### src/core/sli_pkg.sv
// constants, types and register map of the status lamp indicator
// What this block does
// - run lamp dark while slave state is INIT or BOOTSTRAP.
// - run lamp blinks continuously while slave state is PREOP.
// - run lamp single-flashes in SAFEOP; outputs held in safe state meanwhile.
// - run lamp lit steadily while slave state is OP.
// - low range: each current channel error lamp lit above the low overcurrent threshold.
// - high range: each current channel error lamp lit above the high overcurrent threshold.
// - each voltage channel error lamp lit when phase-to-neutral voltage exceeds threshold.
// - general error lamp is the OR of the other_errors inputs only; the channel error lamps do not feed it.
package sli_pkg;

	localparam int unsigned CLK_HZ           = 250_000_000;
	localparam int unsigned BLINK_PHASE_MS   = 200;
	localparam int unsigned BLINK_PHASE_CYC  = (CLK_HZ / 1000) * BLINK_PHASE_MS;
	localparam int unsigned FLASH_PHASES     = 6;
	localparam int unsigned NUM_CH           = 3;
	localparam int unsigned NUM_OTHER_ERR    = 8;

	// slave state machine codes as presented on the state input
	localparam logic [3:0] AL_INIT   = 4'h1;
	localparam logic [3:0] AL_PREOP  = 4'h2;
	localparam logic [3:0] AL_BOOT   = 4'h3;
	localparam logic [3:0] AL_SAFEOP = 4'h4;
	localparam logic [3:0] AL_OP     = 4'h8;

	typedef enum logic [3:0] {
		RUN_OFF   = 4'h1,
		RUN_BLINK = 4'h2,
		RUN_FLASH = 4'h4,
		RUN_ON    = 4'h8
	} sli_run_t;

	// byte addresses on the register bus
	localparam logic [4:0] ADDR_CTRL     = 5'h00;
	localparam logic [4:0] ADDR_STATUS   = 5'h04;
	localparam logic [4:0] ADDR_MASK     = 5'h08;
	localparam logic [4:0] ADDR_LAMPS    = 5'h0C;
	localparam logic [4:0] ADDR_OC_LOW   = 5'h10;
	localparam logic [4:0] ADDR_OC_HIGH  = 5'h14;
	localparam logic [4:0] ADDR_OV       = 5'h18;

	// control fields
	localparam int unsigned CTRL_RANGE_HIGH_BIT = 0;
	localparam logic [0:0]  CTRL_RESET          = 1'h0;

	// status and mask layout
	localparam int unsigned EV_OC_LSB    = 0;
	localparam int unsigned EV_OV_LSB    = 3;
	localparam int unsigned EV_GEN_BIT   = 6;
	localparam int unsigned EV_RUN_BIT   = 7;
	localparam int unsigned EV_W         = 8;
	localparam logic [7:0]  MASK_RESET   = 8'h00;

	// lamp readback layout
	localparam int unsigned LAMP_RUN_BIT  = 12;
	localparam int unsigned LAMP_GEN_BIT  = 13;
	localparam int unsigned LAMP_SAFE_BIT = 14;
	localparam int unsigned LAMP_OCG_LSB  = 0;
	localparam int unsigned LAMP_OC_LSB   = 3;
	localparam int unsigned LAMP_OVG_LSB  = 6;
	localparam int unsigned LAMP_OV_LSB   = 9;

	// threshold reset values, magnitude in converter codes
	localparam logic [15:0] OC_LOW_RESET  = 16'h7D1C;
	localparam logic [15:0] OC_HIGH_RESET = 16'h7FE4;
	localparam logic [15:0] OV_RESET      = 16'h7FFF;

endpackage

### src/core/sli_blink.sv
// blink and single-flash pattern generator for the run lamp
`timescale 1ns/10ps
module sli_blink #(
	parameter int unsigned PHASE_CYC = sli_pkg::BLINK_PHASE_CYC
) (
	input  wire logic clk_sys,
	input  wire logic resetn,
	input  wire logic ce,
	output logic      blink_on,
	output logic      flash_on
);
	import sli_pkg::*;

	logic [31:0] tick_cnt_ff;
	logic [2:0]  phase_ff;
	logic        blink_ff;
	logic        flash_ff;
	logic        tick;

	assign tick     = (tick_cnt_ff == 32'(PHASE_CYC - 1));
	assign blink_on = blink_ff;
	assign flash_on = flash_ff;

	always_ff @(posedge clk_sys or negedge resetn) begin
		if (!resetn) begin
			tick_cnt_ff <= 32'h0;
		end else if (ce) begin
			tick_cnt_ff <= tick ? 32'h0 : tick_cnt_ff + 32'h1;
		end
	end

	// blink: equal on and off phases
	always_ff @(posedge clk_sys or negedge resetn) begin
		if (!resetn) begin
			blink_ff <= 1'b0;
		end else if (ce && tick) begin
			blink_ff <= ~blink_ff;
		end
	end

	// single flash: one lit phase, then the rest dark, so it reads apart from blinking
	always_ff @(posedge clk_sys or negedge resetn) begin
		if (!resetn) begin
			phase_ff <= 3'h0;
			flash_ff <= 1'b0;
		end else if (ce && tick) begin
			phase_ff <= (phase_ff == 3'(FLASH_PHASES - 1)) ? 3'h0 : phase_ff + 3'h1;
			flash_ff <= (phase_ff == 3'(FLASH_PHASES - 1));
		end
	end

endmodule

### src/core/sli_top.sv
// status lamp indicator: run lamp, channel lamps, error lamp and register slave
`timescale 1ns/10ps
module sli_top #(
	parameter int unsigned BLINK_PHASE_CYC_P = sli_pkg::BLINK_PHASE_CYC
) (
	input  wire logic        clk_sys,
	input  wire logic        resetn,
	input  wire logic        ce,
	input  wire logic [3:0]  slave_state,
	input  wire logic [15:0] phase_a_current,
	input  wire logic [15:0] phase_b_current,
	input  wire logic [15:0] phase_c_current,
	input  wire logic [15:0] phase_a_voltage,
	input  wire logic [15:0] phase_b_voltage,
	input  wire logic [15:0] phase_c_voltage,
	input  wire logic [sli_pkg::NUM_OTHER_ERR-1:0] other_errors,
	input  wire logic [4:0]  avs_address,
	input  wire logic        avs_read,
	input  wire logic        avs_write,
	input  wire logic [31:0] avs_writedata,
	input  wire logic [3:0]  avs_byteenable,
	output logic [31:0]      avs_readdata,
	output logic             avs_waitrequest,
	output logic             irq,
	output logic             run_lamp,
	output logic             general_error_lamp,
	output logic             outputs_safe_hold,
	output logic             phase_a_current_good_lamp,
	output logic             phase_b_current_good_lamp,
	output logic             phase_c_current_good_lamp,
	output logic             phase_a_overcurrent_lamp,
	output logic             phase_b_overcurrent_lamp,
	output logic             phase_c_overcurrent_lamp,
	output logic             phase_a_voltage_good_lamp,
	output logic             phase_b_voltage_good_lamp,
	output logic             phase_c_voltage_good_lamp,
	output logic             phase_a_overvoltage_lamp,
	output logic             phase_b_overvoltage_lamp,
	output logic             phase_c_overvoltage_lamp
);
	import sli_pkg::*;

	logic [15:0]        cur_in   [NUM_CH];
	logic [15:0]        volt_in  [NUM_CH];
	logic [NUM_CH-1:0]  oc_ff;
	logic [NUM_CH-1:0]  ocg_ff;
	logic [NUM_CH-1:0]  ov_ff;
	logic [NUM_CH-1:0]  ovg_ff;
	logic [NUM_CH-1:0]  nxt_oc;
	logic [NUM_CH-1:0]  nxt_ov;
	sli_run_t           run_mode_ff;
	sli_run_t           nxt_run_mode;
	logic               run_lamp_ff;
	logic               nxt_run_lamp;
	logic               gen_err_ff;
	logic               safe_hold_ff;
	logic               blink_on;
	logic               flash_on;
	logic               range_high_ff;
	logic [15:0]        oc_low_thr_ff;
	logic [15:0]        oc_high_thr_ff;
	logic [15:0]        ov_thr_ff;
	logic [15:0]        oc_thr;
	logic [EV_W-1:0]    status_ff;
	logic [EV_W-1:0]    mask_ff;
	logic [EV_W-1:0]    events;
	logic [EV_W-1:0]    status_kept;
	logic               irq_ff;
	logic               wait_ff;
	logic [31:0]        rdata_ff;
	logic               req;
	logic               wr_go;
	logic               rd_clr;
	logic [15:0]        lamps;
	logic [31:0]        nxt_rdata;

	// magnitude of a signed sample; 17 bits so that the most negative code is not lost
	function automatic logic [16:0] mag(input logic [15:0] v);
		mag = v[15] ? (17'h0 - {v[15], v}) : {1'b0, v};
	endfunction

	function automatic logic [15:0] wr16(input logic [15:0] old, input logic [31:0] d, input logic [3:0] be);
		wr16 = {be[1] ? d[15:8] : old[15:8], be[0] ? d[7:0] : old[7:0]};
	endfunction

	assign cur_in[0]  = phase_a_current;
	assign cur_in[1]  = phase_b_current;
	assign cur_in[2]  = phase_c_current;
	assign volt_in[0] = phase_a_voltage;
	assign volt_in[1] = phase_b_voltage;
	assign volt_in[2] = phase_c_voltage;

	sli_blink #(
		.PHASE_CYC (BLINK_PHASE_CYC_P)
	) u_blink (
		.clk_sys  (clk_sys),
		.resetn   (resetn),
		.ce       (ce),
		.blink_on (blink_on),
		.flash_on (flash_on)
	);

	assign oc_thr = range_high_ff ? oc_high_thr_ff : oc_low_thr_ff;

	genvar ch;
	generate
		for (ch = 0; ch < NUM_CH; ch++) begin : g_ch
			assign nxt_oc[ch] = mag(cur_in[ch]) > {1'b0, oc_thr};
			assign nxt_ov[ch] = mag(volt_in[ch]) > {1'b0, ov_thr_ff};

			always_ff @(posedge clk_sys or negedge resetn) begin
				if (!resetn) begin
					oc_ff[ch]  <= 1'b0;
					ov_ff[ch]  <= 1'b0;
					ocg_ff[ch] <= 1'b0;
					ovg_ff[ch] <= 1'b0;
				end else if (ce) begin
					oc_ff[ch]  <= nxt_oc[ch];
					ov_ff[ch]  <= nxt_ov[ch];
					// good lamp from same next value
					ocg_ff[ch] <= ~nxt_oc[ch];
					ovg_ff[ch] <= ~nxt_ov[ch];
				end
			end

			property p_oc_lamp;
				@(posedge clk_sys) disable iff (!resetn)
				ce |=> oc_ff[ch] == ($past(mag(cur_in[ch])) > {1'b0, $past(oc_thr)});
			endproperty
			a_oc_lamp: assert property (p_oc_lamp) else $error("overcurrent lamp wrong");

			property p_ov_lamp;
				@(posedge clk_sys) disable iff (!resetn)
				ce && mag(volt_in[ch]) > {1'b0, ov_thr_ff} |=> ov_ff[ch] && !ovg_ff[ch];
			endproperty
			a_ov_lamp: assert property (p_ov_lamp) else $error("overvoltage lamp not lit");

			property p_excl;
				@(posedge clk_sys) disable iff (!resetn)
				!(ocg_ff[ch] && oc_ff[ch]) && !(ovg_ff[ch] && ov_ff[ch]);
			endproperty
			a_excl: assert property (p_excl) else $error("good and error lamp lit together");
		end
	endgenerate

	always_comb begin
		case (slave_state)
			AL_PREOP:  nxt_run_mode = RUN_BLINK;
			AL_SAFEOP: nxt_run_mode = RUN_FLASH;
			AL_OP:     nxt_run_mode = RUN_ON;
			default:   nxt_run_mode = RUN_OFF;
		endcase
	end

	always_comb begin
		case (run_mode_ff)
			RUN_BLINK: nxt_run_lamp = blink_on;
			RUN_FLASH: nxt_run_lamp = flash_on;
			RUN_ON:    nxt_run_lamp = 1'b1;
			default:   nxt_run_lamp = 1'b0;
		endcase
	end

	always_ff @(posedge clk_sys or negedge resetn) begin
		if (!resetn) begin
			run_mode_ff <= RUN_OFF;
			run_lamp_ff <= 1'b0;
		end else if (ce) begin
			run_mode_ff <= nxt_run_mode;
			run_lamp_ff <= nxt_run_lamp;
		end
	end

	always_ff @(posedge clk_sys or negedge resetn) begin
		if (!resetn) begin
			safe_hold_ff <= 1'b0;
		end else if (ce) begin
			safe_hold_ff <= (slave_state == AL_SAFEOP);
		end
	end

	always_ff @(posedge clk_sys or negedge resetn) begin
		if (!resetn) begin
			gen_err_ff <= 1'b0;
		end else if (ce) begin
			gen_err_ff <= |other_errors;
		end
	end

	// events: rising edge of each error lamp, and a run mode change
	always_comb begin
		events                        = '0;
		events[EV_OC_LSB +: NUM_CH]   = nxt_oc & ~oc_ff;
		events[EV_OV_LSB +: NUM_CH]   = nxt_ov & ~ov_ff;
		events[EV_GEN_BIT]            = (|other_errors) & ~gen_err_ff;
		events[EV_RUN_BIT]            = (nxt_run_mode != run_mode_ff);
	end

	// bus slave: one wait cycle, answer at the second edge
	assign req    = avs_read || avs_write;
	assign wr_go  = avs_write && !wait_ff;
	assign rd_clr = avs_read && !wait_ff && (avs_address == ADDR_STATUS);

	always_ff @(posedge clk_sys or negedge resetn) begin
		if (!resetn) begin
			wait_ff <= 1'b1;
		end else if (ce) begin
			wait_ff <= !(req && wait_ff);
		end
	end

	assign lamps = {1'b0, safe_hold_ff, gen_err_ff, run_lamp_ff, ov_ff, ovg_ff, oc_ff, ocg_ff};

	always_comb begin
		case (avs_address)
			ADDR_CTRL:    nxt_rdata = {31'h0, range_high_ff};
			ADDR_STATUS:  nxt_rdata = {24'h0, status_ff};
			ADDR_MASK:    nxt_rdata = {24'h0, mask_ff};
			ADDR_LAMPS:   nxt_rdata = {16'h0, lamps};
			ADDR_OC_LOW:  nxt_rdata = {16'h0, oc_low_thr_ff};
			ADDR_OC_HIGH: nxt_rdata = {16'h0, oc_high_thr_ff};
			ADDR_OV:      nxt_rdata = {16'h0, ov_thr_ff};
			default:      nxt_rdata = 32'h0;
		endcase
	end

	always_ff @(posedge clk_sys or negedge resetn) begin
		if (!resetn) begin
			rdata_ff <= 32'h0;
		end else if (ce && avs_read && wait_ff) begin
			rdata_ff <= nxt_rdata;
		end
	end

	always_ff @(posedge clk_sys or negedge resetn) begin
		if (!resetn) begin
			range_high_ff  <= CTRL_RESET;
			mask_ff        <= MASK_RESET;
			oc_low_thr_ff  <= OC_LOW_RESET;
			oc_high_thr_ff <= OC_HIGH_RESET;
			ov_thr_ff      <= OV_RESET;
		end else if (ce && wr_go) begin
			case (avs_address)
				ADDR_CTRL: begin
					if (avs_byteenable[0]) begin
						range_high_ff <= avs_writedata[CTRL_RANGE_HIGH_BIT];
					end
				end
				ADDR_MASK: begin
					if (avs_byteenable[0]) begin
						mask_ff <= avs_writedata[EV_W-1:0];
					end
				end
				ADDR_OC_LOW:  oc_low_thr_ff  <= wr16(oc_low_thr_ff, avs_writedata, avs_byteenable);
				ADDR_OC_HIGH: oc_high_thr_ff <= wr16(oc_high_thr_ff, avs_writedata, avs_byteenable);
				ADDR_OV:      ov_thr_ff      <= wr16(ov_thr_ff, avs_writedata, avs_byteenable);
				default: begin
				end
			endcase
		end
	end

	// a read clears only the bits it returned, so an event during the wait cycle survives
	assign status_kept = rd_clr ? (status_ff & ~rdata_ff[EV_W-1:0]) : status_ff;

	// sticky status: a new event wins over the read that clears
	always_ff @(posedge clk_sys or negedge resetn) begin
		if (!resetn) begin
			status_ff <= '0;
		end else if (ce) begin
			status_ff <= status_kept | events;
		end
	end

	always_ff @(posedge clk_sys or negedge resetn) begin
		if (!resetn) begin
			irq_ff <= 1'b0;
		end else if (ce) begin
			irq_ff <= |((status_kept | events) & mask_ff);
		end
	end

	assign avs_readdata              = rdata_ff;
	assign avs_waitrequest           = wait_ff;
	assign irq                       = irq_ff;
	assign run_lamp                  = run_lamp_ff;
	assign general_error_lamp        = gen_err_ff;
	assign outputs_safe_hold         = safe_hold_ff;
	assign phase_a_current_good_lamp = ocg_ff[0];
	assign phase_b_current_good_lamp = ocg_ff[1];
	assign phase_c_current_good_lamp = ocg_ff[2];
	assign phase_a_overcurrent_lamp  = oc_ff[0];
	assign phase_b_overcurrent_lamp  = oc_ff[1];
	assign phase_c_overcurrent_lamp  = oc_ff[2];
	assign phase_a_voltage_good_lamp = ovg_ff[0];
	assign phase_b_voltage_good_lamp = ovg_ff[1];
	assign phase_c_voltage_good_lamp = ovg_ff[2];
	assign phase_a_overvoltage_lamp  = ov_ff[0];
	assign phase_b_overvoltage_lamp  = ov_ff[1];
	assign phase_c_overvoltage_lamp  = ov_ff[2];

	property p_run_dark;
		@(posedge clk_sys) disable iff (!resetn)
		ce && (slave_state == AL_INIT || slave_state == AL_BOOT) ##1 ce |=> !run_lamp_ff;
	endproperty
	a_run_dark: assert property (p_run_dark) else $error("run lamp lit in init or boot");

	property p_run_blink;
		@(posedge clk_sys) disable iff (!resetn)
		ce && run_mode_ff == RUN_BLINK |=> run_lamp_ff == $past(blink_on);
	endproperty
	a_run_blink: assert property (p_run_blink) else $error("run lamp not following blink");

	property p_run_flash;
		@(posedge clk_sys) disable iff (!resetn)
		ce && slave_state == AL_SAFEOP |=> safe_hold_ff && run_mode_ff == RUN_FLASH;
	endproperty
	a_run_flash: assert property (p_run_flash) else $error("safeop not flashing or not safe");

	property p_run_on;
		@(posedge clk_sys) disable iff (!resetn)
		ce && slave_state == AL_OP ##1 ce |=> run_lamp_ff;
	endproperty
	a_run_on: assert property (p_run_on) else $error("run lamp dark in op");

	property p_gen_err;
		@(posedge clk_sys) disable iff (!resetn)
		ce |=> gen_err_ff == (|$past(other_errors));
	endproperty
	a_gen_err: assert property (p_gen_err) else $error("general error lamp not the or");

endmodule

### config.mk
export PLATFORM = sky130hd
export DESIGN_NAME = sli_top
export DESIGN_NICKNAME = d
export VERILOG_FILES = /design/src/core/sli_pkg.sv /design/src/core/sli_blink.sv /design/src/core/sli_top.sv
export SDC_FILE = /design/constraint.sdc
export NUM_CORES = 1
export LEC_CHECK = 0
export BUFFER_PORTS_ARGS = -buffer_cell sky130_fd_sc_hd__buf_2
export CAP_MARGIN = 15
export CORE_ASPECT_RATIO = 0.5
export CORE_MARGIN = 2
export CORE_UTILIZATION = 35
export CTS_CLUSTER_SIZE = 25
export DETAILED_ROUTE_END_ITERATION = 8
export HOLD_SLACK_MARGIN = 0.05
export PLACE_DENSITY = 0.64
export SLEW_MARGIN = 0
export SYNTH_ARGS = -nofsm -noshare
export SYNTH_HDL_FRONTEND = slang
export SYNTH_HIERARCHICAL = 1
export SYNTH_SLANG_ARGS = --single-unit
### constraint.sdc
create_clock -name clk_sys -period 2.9 [get_ports clk_sys]
set_clock_uncertainty 0.15 [all_clocks]
set_input_delay 0.29 -clock clk_sys [delete_from_list [all_inputs] [get_ports clk_sys]]
set_output_delay 0.29 -clock clk_sys [all_outputs]
set_load 0.01 [all_outputs]
Yosys cells after proc, flatten, opt, wreduce, memory -nomap -nowiden
Index checks and enable logic that the tools add are counted.
W data, S select, Z words.
- magnitude comparators: 6
- multiplexer cells: 13
- add/subtract/negate cells: 8
- equality and inequality tests: 15
- reduce and logical (&&, ||, !) cells: 22
- bitwise logic cells: 17
- operators with widths (operator ; number):
    $pmux W16 S7 ; 1
    $gt A17 B16 Y1 ; 6
    $mux W17 ; 6
    $sub A1 B16 Y17 const A ; 6
    $add A32 B1 Y32 const B ; 1
    $eq A32 B26 Y1 const B ; 1
    $mux W32 ; 1
    $reduce_and A3 Y1 ; 8
    $and A8 B8 Y8 ; 2
    $mux W16 ; 1
    $reduce_or A8 Y1 ; 2
    $eq A5 B5 Y1 const B ; 3
    $pmux W4 S3 ; 1
    $eq A5 B4 Y1 const B ; 2
    $eq A4 B2 Y1 const B ; 2
    $eq A4 B3 Y1 const B ; 2
    $eq A4 B4 Y1 const B ; 2
    $logic_and A1 B1 Y1 ; 8
    $mux W8 ; 1
    $not A1 Y1 ; 8
    $not A8 Y8 ; 1
    $or A8 B8 Y8 ; 1
    $and A3 B3 Y3 ; 2
    $not A3 Y3 ; 2
    10 further kinds ; 11
- output and inout port bits: 49
- bits of input ports: 154
- bits in registers: 155
- word-level logic and storage cells: 113

Depth between registers and ports, before layout
Gate-level depths: netlist (run 1).
- depth after elaboration: 7
- mapped depth: 15

By module
Netlist (run 1), hierarchy kept.
- modules (own cells, without submodules) (module ; sequential area each (um2) ; cells an instance ; instances ; area an instance (um2)):
    sli_top ; 2573.7 ; 991 ; 1 ; 8858.5
    sli_blink ; 925.9 ; 203 ; 1 ; 1985.7

Least setup slack after synthesis (run 1)
No wires, ideal clock.
- kind: input to register
- start: input phase_a_current[6]
- end: register irq_ff (netlist: irq)
- stages on the path: 12
- setup slack: -445 ps
- required time: 2607 ps
- setup time: 143 ps
- data arrival time: 3052 ps
- path through: or4_1 -> or3_1 -> or3_1 -> o41ai_1 -> xnor2_1 -> ha_1 -> nand3_1 -> nor3_1 -> a211oi_1 -> a21oi_1 -> o21ai_0 -> a41oi_1
- cells in the longest elaborated chain, start to end: 7
- RTL lines (what ; line ; source):
    start: declaration ; sli_top.sv:10 ; input wire logic [15:0] phase_a_current,
    $sub A1 B16 Y17 ; sli_top.sv:79 ; mag = v[15] ? (17'h0 - {v[15], v}) : {1'b0, v};
    $mux W17 * ; sli_top.sv:79 ;
    $gt A17 B16 Y1 * ; sli_top.sv:108 ; assign nxt_oc[ch] = mag(cur_in[ch]) > {1'b0, oc_thr};
    $and A3 B3 Y3 * ; sli_top.sv:193 ; events[EV_OC_LSB +: NUM_CH] = nxt_oc & ~oc_ff;
    $or A8 B8 Y8 * ; sli_top.sv:279 ; irq_ff <= |((status_kept | events) & mask_ff);
    $and A8 B8 Y8 * ; sli_top.sv:279 ;
    $reduce_or A8 Y1 * ; sli_top.sv:279 ;
    end signal: assignment ; sli_top.sv:279 ;
    end: declaration ; sli_top.sv:68 ; logic irq_ff;
Every way passes the cells marked *; elsewhere a longest branch is shown, timed or not.
A chain may end at the register's enable or synchronous reset.

Worst setup path after layout (run 1)
- start: input phase_b_voltage[6]
- end: register irq_ff (netlist: irq)
- cells in the longest elaborated chain, start to end: 7
- RTL lines (what ; line ; source):
    start: declaration ; sli_top.sv:14 ; input wire logic [15:0] phase_b_voltage,
    $sub A1 B16 Y17 ; sli_top.sv:79 ;
    $mux W17 * ; sli_top.sv:79 ;
    $gt A17 B16 Y1 * ; sli_top.sv:109 ; assign nxt_ov[ch] = mag(volt_in[ch]) > {1'b0, ov_thr_ff};
    $and A3 B3 Y3 * ; sli_top.sv:194 ; events[EV_OV_LSB +: NUM_CH] = nxt_ov & ~ov_ff;
    $or A8 B8 Y8 * ; sli_top.sv:279 ;
    $and A8 B8 Y8 * ; sli_top.sv:279 ;
    $reduce_or A8 Y1 * ; sli_top.sv:279 ;
Marked as above.

==> metrics.txt, run 1 <==
status=finished, violations left; violated checks=setup timing; overall die width=253 microns; Final Non-Filler Cells=1950; most frequent cell after synthesis=nand2_1; Mean Syn Cell Area=9.08 sq um; CP Capture Type=flop; DRC Markers=0; # rows=45; critical path class=input port to flop; Power Total=0.00588 W; DP HPWL=between 20 and 30 mm; clock sink count=138; number of fill cells=a little under 3000; initial antenna violation count=0; final worst-path cycle share=108%; Via density=around 5.3; leakage=6.67 nW; layout cells sized above 1=35.5%; Mapped Cells=1194; required time worst endpoint=3.05 ns; later-pin clock latency in the skew report=0.44 ns; path depth of the worst reg2reg path=11; die area=around 0.032 sq mm; Setup WS post-layout=-0.241 ns; Ports=slightly above 200; number of buffers created by CTS=17; Final setup viols=4; ys async rst share=100%; CP Max Fanout=4; RSZ-0062 raised after global routing=true; Vias=10350; Seq/Total Area, Yosys=32.3%; Worst R2R End=irq$_DFFE_PN0P_; synth unique cells=70; core area=0.0304 sq mm; reg-to-reg slack, setup=-0.01 ns; Fin. Hold Viols=0; relative slew slack=between 50% and 60%; TritonCTS clock tree=built; final wirelength=33.4 mm; router iterations before antenna repair=6; synth warn=6; hold endpoint=range_high_ff$_DFFE_PN0P_; fin crit period=3.14 ns; Cells on Worst Hold Path=3; H-tree Lvls=4; RR Startpoint=range_high_ff$_DFFE_PN0P_; Tot GR Track Use=20.5%; flops & latches, synth=138; area leader, netlist=dfrtp_1; crit start category=input port; crit path DAT=3.29 ns; first-pass GRT wire length=52.4 mm; Worst Tran Pin Value=0.670 ns; grt ovf=0; area share of the leading cell type in the synthesized netlist=23.3%; vias in the first global route=10019; largest net degree at the start of global routing=69; Routed WL per cell=17.1 microns; die height=approximately 130 microns; GPL Wtd Cong=~0.9; Post-Syn Area=0.0108 sq mm; n_diodes=0; EDFF count, synth=0; fin. max-slew vios=0; Post-DRT Antenna Nets=0; initial core utilization=about 36%; 1st-iter DRT viols=732; port bufs=168; top post-synthesis cells by count=132 x nand2_1, 103 x ha_1, 101 x dfrtp_1; dpl ws=-0.767 ns; Max clock buf depth=2; pwr dens=401 mW/mm^2; IR Drop Worst-Case VDD=0.423 mV; top post-synthesis cells by area=dfrtp_1 23%, ha_1 12%, dfstp_2 9.0%, xnor2_1 7.3%, mux2_2 5.0%; top_reg_cell synth=dfrtp_1; Layout Area Growth over Synthesis=35.1%; Placed Instances=1890; CTS root buffer=clkbuf_16; clk slew on worst S/H paths=0.07 ns; Max Clock Freq=318 MHz; nets=between 1500 and 2000; beginning of the worst hold path=avs_byteenable[0]; max-cap violation count=0; worst min path class=input port to flop
-- power by group --
part	switching (W)	total [W]	internal [W]
Combinational	0.000770	0.00146	0.000687
Sequential	0.000145	0.00221	0.00207
Clock	0.000977	0.00221	0.00123
-- kinds of logic after synthesis --
kind of cell	Yosys count	share of synthesized area, %
compound gates	262	15.4
xor+xnor	102	8.24
fa+ha+maj	103	11.9
buf+inv	104	4.36
flops	138	32.3
mux	81	8.04
other cells	1	0.0346
simple gates	403	19.7
-- through the flow --
stage	hold WS (ns)	cell area (sq um)	util [%]	setup TNS [ns]
after global routing	0.138	14700	48.2	-2.35
after detailed placement	0.179	13400	44.0	-9.39
final	0.120	14700	48.2	-0.491
after floorplan	-0.156	11000	-	-1.26
after global placement	0.183	13400	44.0	-8.73
after CTS	0.107	14300	47.0	-0.329
-- worst max-delay path by stage --
| stage | cells past startpoint | end | from | slack (ns) |
|---|---|---|---|---|
| after floorplan | 12 | irq$_DFFE_PN0P_ | phase_b_voltage[6] | -0.34 |
| after global placement | 13 | irq$_DFFE_PN0P_ | phase_b_voltage[6] | -0.72 |
| after detailed placement | 13 | irq$_DFFE_PN0P_ | phase_a_current[6] | -0.77 |
| after CTS | 13 | irq$_DFFE_PN0P_ | phase_a_current[6] | -0.19 |
| after global routing | 15 | irq$_DFFE_PN0P_ | phase_c_current[3] | -0.35 |
| final | 13 | irq$_DFFE_PN0P_ | phase_b_voltage[6] | -0.24 |
-- state kept, by name, summed over array words and instances (netlist names), 3 cells and up --
register,flops
avs_readdata,16
ov_thr_ff,16
status_ff,8
mask_ff,8
oc_high_thr_ff,16
u_blink/tick_cnt_ff,32
oc_low_thr_ff,16
run_mode_ff,4
u_blink/phase_ff,3
-- metal layers --
metal	routed length [microns]	GRT usage, %	vias up
met3	1360	3.08	50
met1	14800	26.1	5015
met2	16300	35.4	223
li1	-	-	5062
met5	0	0	-
met4	921	7.73	0
-- layout make-up --
cell class / count / area [sq um] / area share (%)
well taps: 399 / 499 / 3.41
flip-flops and latches: 138 / 3500 / 23.9
inverters: 51 / 191 / 1.31
repair buffers: 363 / 2450 / 16.7
clock buffers: 17 / 425 / 2.90
multi-input cells: 967 / 7420 / 50.6
clock inverters: 15 / 176 / 1.20
-- layout by cell type, fill, tap and decap left out, drive strengths merged, types with 20 or more instances in the layout --
| master | synthesis | layout |
|---|---|---|
| mux2i | 32 | 32 |
| o21ai | 100 | 100 |
| mux2 | 49 | 49 |
| nand2 | 132 | 132 |
| buf | 25 | 343 |
| nand4 | 32 | 32 |
| a21oi | 47 | 47 |
| nand3 | 40 | 40 |
| dfstp | 37 | 37 |
| nor3 | 24 | 24 |
| o31ai | 25 | 25 |
| nor2 | 57 | 57 |
| ha | 103 | 103 |
| dfrtp | 101 | 101 |
| dlygate4sd3 | 0 | 20 |
| inv | 51 | 60 |
| xnor2 | 90 | 90 |
-- critical path, cell delays in order --
cell	delay (ns)
buf_2	0.10
or4_4	0.54
or3_4	0.42
o31ai_2	0.25
xnor2_1	0.17
ha_1	0.27
nand3_2	0.09
nor2_1	0.05
a221oi_1	0.29
and3_1	0.21
and4b_1	0.22
a311oi_2	0.24
a41oi_2	0.15
-- repair_timing --
action | in CTS | in global routing
resized for setup | 19 | 69
hold buffers | 20 | 0
endpoints found under the setup margin | 11 | 19
pin swaps | 6 | 46
buffers inserted | 2 | 7
endpoints found under the hold margin | 88 | 0
Note: power is estimated with default switching activity, not from simulation.
==> run 2, diff against run 1 <==
Settings changed: PLACE_DENSITY 0.64 to unset, PLACE_DENSITY_LB_ADDON set to 0.2.
==> run 2 against run 1 <==
Routed wire length up 5.0%. Die area unchanged. Total power down 1.5%. Register-to-register slack better by 0.03 ns. Critical path depth unchanged. The flow still finishes with violations (setup timing). Sequential power about the same. Via count up 0.70%. Cell count up 0.10%. Clock power down 5%. Setup slack worse by 0.0084 ns.
==> metrics.txt, run 2 (same netlist as run 1, synthesis figures left out) <==
required time worst endpoint=3.04 ns (was 3.05 ns); final wirelength=35.1 mm (was 33.4 mm); nets=1795 (unchanged); status=finished, violations left (unchanged); number of buffers created by CTS=17 (unchanged); die area=0.0325 sq mm (unchanged); later-pin clock latency in the skew report=0.42 ns (was 0.44 ns); RSZ-0062 raised after global routing=true (unchanged); Worst path slowest cell=or4_4 (unchanged); Setup WS post-layout=-0.250 ns (was -0.241 ns); H-tree Lvls=4 (unchanged); CP Capture Type=flop (unchanged); Routed WL per cell=18.0 microns (was 17.1 microns); worst min path class=input port to flop (unchanged); IR Drop Worst-Case VDD=0.346 mV (was 0.423 mV); max reg flops=32 (unchanged); crit path DAT=3.29 ns (about the same); CP Max Fanout=4 (unchanged); Worst path top cell family by delay=simple AND/OR/NAND/NOR gates (unchanged); Top reg by flops=u_blink/tick_cnt_ff (unchanged); CTS root buffer=clkbuf_16 (unchanged); Max Clock Freq=317 MHz (was 318 MHz); core area=0.0304 sq mm (unchanged); port bufs=168 (unchanged); critical path class=input port to flop (unchanged); slowest stage delay, CP=0.57 ns (was 0.54 ns); max-cap violation count=0 (unchanged); grt ovf=0 (unchanged); clock sink count=138 (unchanged); Layout Area Growth over Synthesis=35.6% (was 35.1%); leakage=6.69 nW (was 6.67 nW); fin. max-slew vios=0 (unchanged); clk slew on worst S/H paths=0.06 ns (was 0.07 ns); fin crit period=3.15 ns (was 3.14 ns); GPL Wtd Cong=0.923 (was 0.877); router iterations before antenna repair=7 (was 6); DP HPWL=27.4 mm (was 25.8 mm); Max clock buf depth=2 (unchanged); vias in the first global route=10237 (was 10019); 1st-iter DRT viols=789 (was 732); Tot GR Track Use=21.5% (was 20.5%); Vias=10422 (was 10350); pwr dens=393 mW/mm^2 (was 401 mW/mm^2); crit path cell chain=buf_6 -> or4_4 -> or3_4 -> o21ai_0 -> xnor2_1 -> ha_1 -> nand4_1 -> nor2_1 -> a221oi_1 -> and3_1 -> and4b_1 -> a311oi_2 -> a41oi_2 (was buf_2 -> or4_4 -> or3_4 -> o31ai_2 -> xnor2_1 -> ha_1 -> nand3_2 -> nor2_1 -> a221oi_1 -> and3_1 -> and4b_1 -> a311oi_2 -> a41oi_2); # rows=45 (unchanged); overall die width=253 microns (unchanged); violated checks=setup timing (unchanged); die height=128 microns (unchanged); largest net degree at the start of global routing=67 (was 69); layout cells sized above 1=35.3% (was 35.5%); design area=0.0147 sq mm (about the same); Worst Tran Pin Value=0.650 ns (was 0.670 ns); relative slew slack=56.7% (was 55.3%); initial core utilization=35.7% (unchanged); DRC Markers=0 (unchanged); final hold slack=0.100 ns (was 0.120 ns); Worst Path Buf+Inv=1 (unchanged); Post-Route Utilization=48.4% (was 48.2%); Post-DRT Antenna Nets=0 (unchanged); TritonCTS clock tree=built (unchanged); Ports=203 (unchanged); most common cell after layout, fill and taps aside=buf_4 (unchanged); Cell Area, Placed=0.0134 sq mm (about the same); most frequent cells in the layout=175 x buf_4, 161 x buf_2, 128 x nand2_1, 103 x ha_1, 101 x dfrtp_1 (was 171 x buf_4, 161 x buf_2, 129 x nand2_1, 103 x ha_1, 101 x dfrtp_1); Fin. Hold Viols=0 (unchanged); number of fill cells=2856 (was 2885); Via density=5.34 (was 5.31); first-pass GRT wire length=54.5 mm (was 52.4 mm); initial antenna violation count=2 (was 0); final worst-path cycle share=109% (was 108%); Final setup viols=6 (was 4); crit start category=input port (unchanged)
## run 2: where the power goes
| part | leakage [nW] | internal (W) | switching, W |
|---|---|---|---|
| clock | 0.266 | 0.00123 | 0.000867 |
| combinational | 4.73 | 0.000687 | 0.000796 |
| sequential | 1.69 | 0.00207 | 0.000140 |
| total | 6.69 | 0.00398 | 0.00180 |
## run 2: cell type report
type,instances,area [sq um],area share (%)
Timing Repair Buffer,363,2420,16.5
Tap cell,399,499,3.39
Antenna cell,2,5.00,0.0340
Sequential cell,138,3500,23.8
Inverter,51,191,1.30
Clock inverter,12,113,0.766
Multi-Input combinational cell,967,7520,51.1
Clock buffer,20,457,3.10
## run 2: path summary, 6_finish.rpt
path,from,end,slack [ns],cells after the start
max,phase_b_voltage[3],irq$_DFFE_PN0P_,-0.25,13
min,slave_state[3],run_mode_ff[1]$_DFFE_PN0P_,0.10,4
max reg2reg,range_high_ff$_DFFE_PN0P_,irq$_DFFE_PN0P_,0.02,10
min reg2reg,u_blink/blink_on$_DFFE_PN0P_,u_blink/blink_on$_DFFE_PN0P_,0.33,1
max in group asynchronous,resetn,ov_thr_ff[12]$_DFFE_PN1P_,1.46,3
min in group asynchronous,resetn,phase_a_current_good_lamp$_DFFE_PN0P_,0.21,2
## run 2: per-layer routing
metal / track usage, % / vias to the layer above / share of wire [%]
met5: 0 / - / 0
met4: 6.09 / 0 / 2.0
met3: 3.01 / 46 / 3.8
met2: 37.1 / 230 / 49
met1: 28.2 / 5072 / 45
li1: - / 5074 / -
## run 2: worst reg2reg max path, delay by kind of cell, from the launching register on
family / cells / cell delay, ns
buffers and inverters: 2 / 0.26
AND/OR/NAND/NOR: 4 / 0.91
flip-flops: 1 / 0.43
multiplexers: 1 / 0.43
AO/OA/AOI/OAI: 2 / 0.34
adder cells (fa/ha/maj): 1 / 0.22
## run 2: stage by stage
| stage | setup slack [ns] | std cells | total power [W] | setup TNS (ns) |
|---|---|---|---|---|
| after floorplan | -0.339 | 1209 | 0.00297 | -1.26 |
| after global placement | -0.783 | 1892 | 0.00354 | -8.79 |
| after detailed placement | -0.829 | 1892 | 0.00360 | -10.45 |
| after CTS | -0.193 | 1946 | 0.00578 | -0.450 |
| after global routing | -0.427 | 1951 | 0.00610 | -1.85 |
| final | -0.250 | 1952 | 0.00579 | -0.608 |
## run 2: timing repair
item / in CTS / in global routing
resized for setup: 40 / 57
endpoints found under the setup margin: 17 / 19
endpoints found under the hold margin: 76 / 0
pin swaps: 26 / 32
hold buffers: 19 / 0
setup buffers: 3 / 4
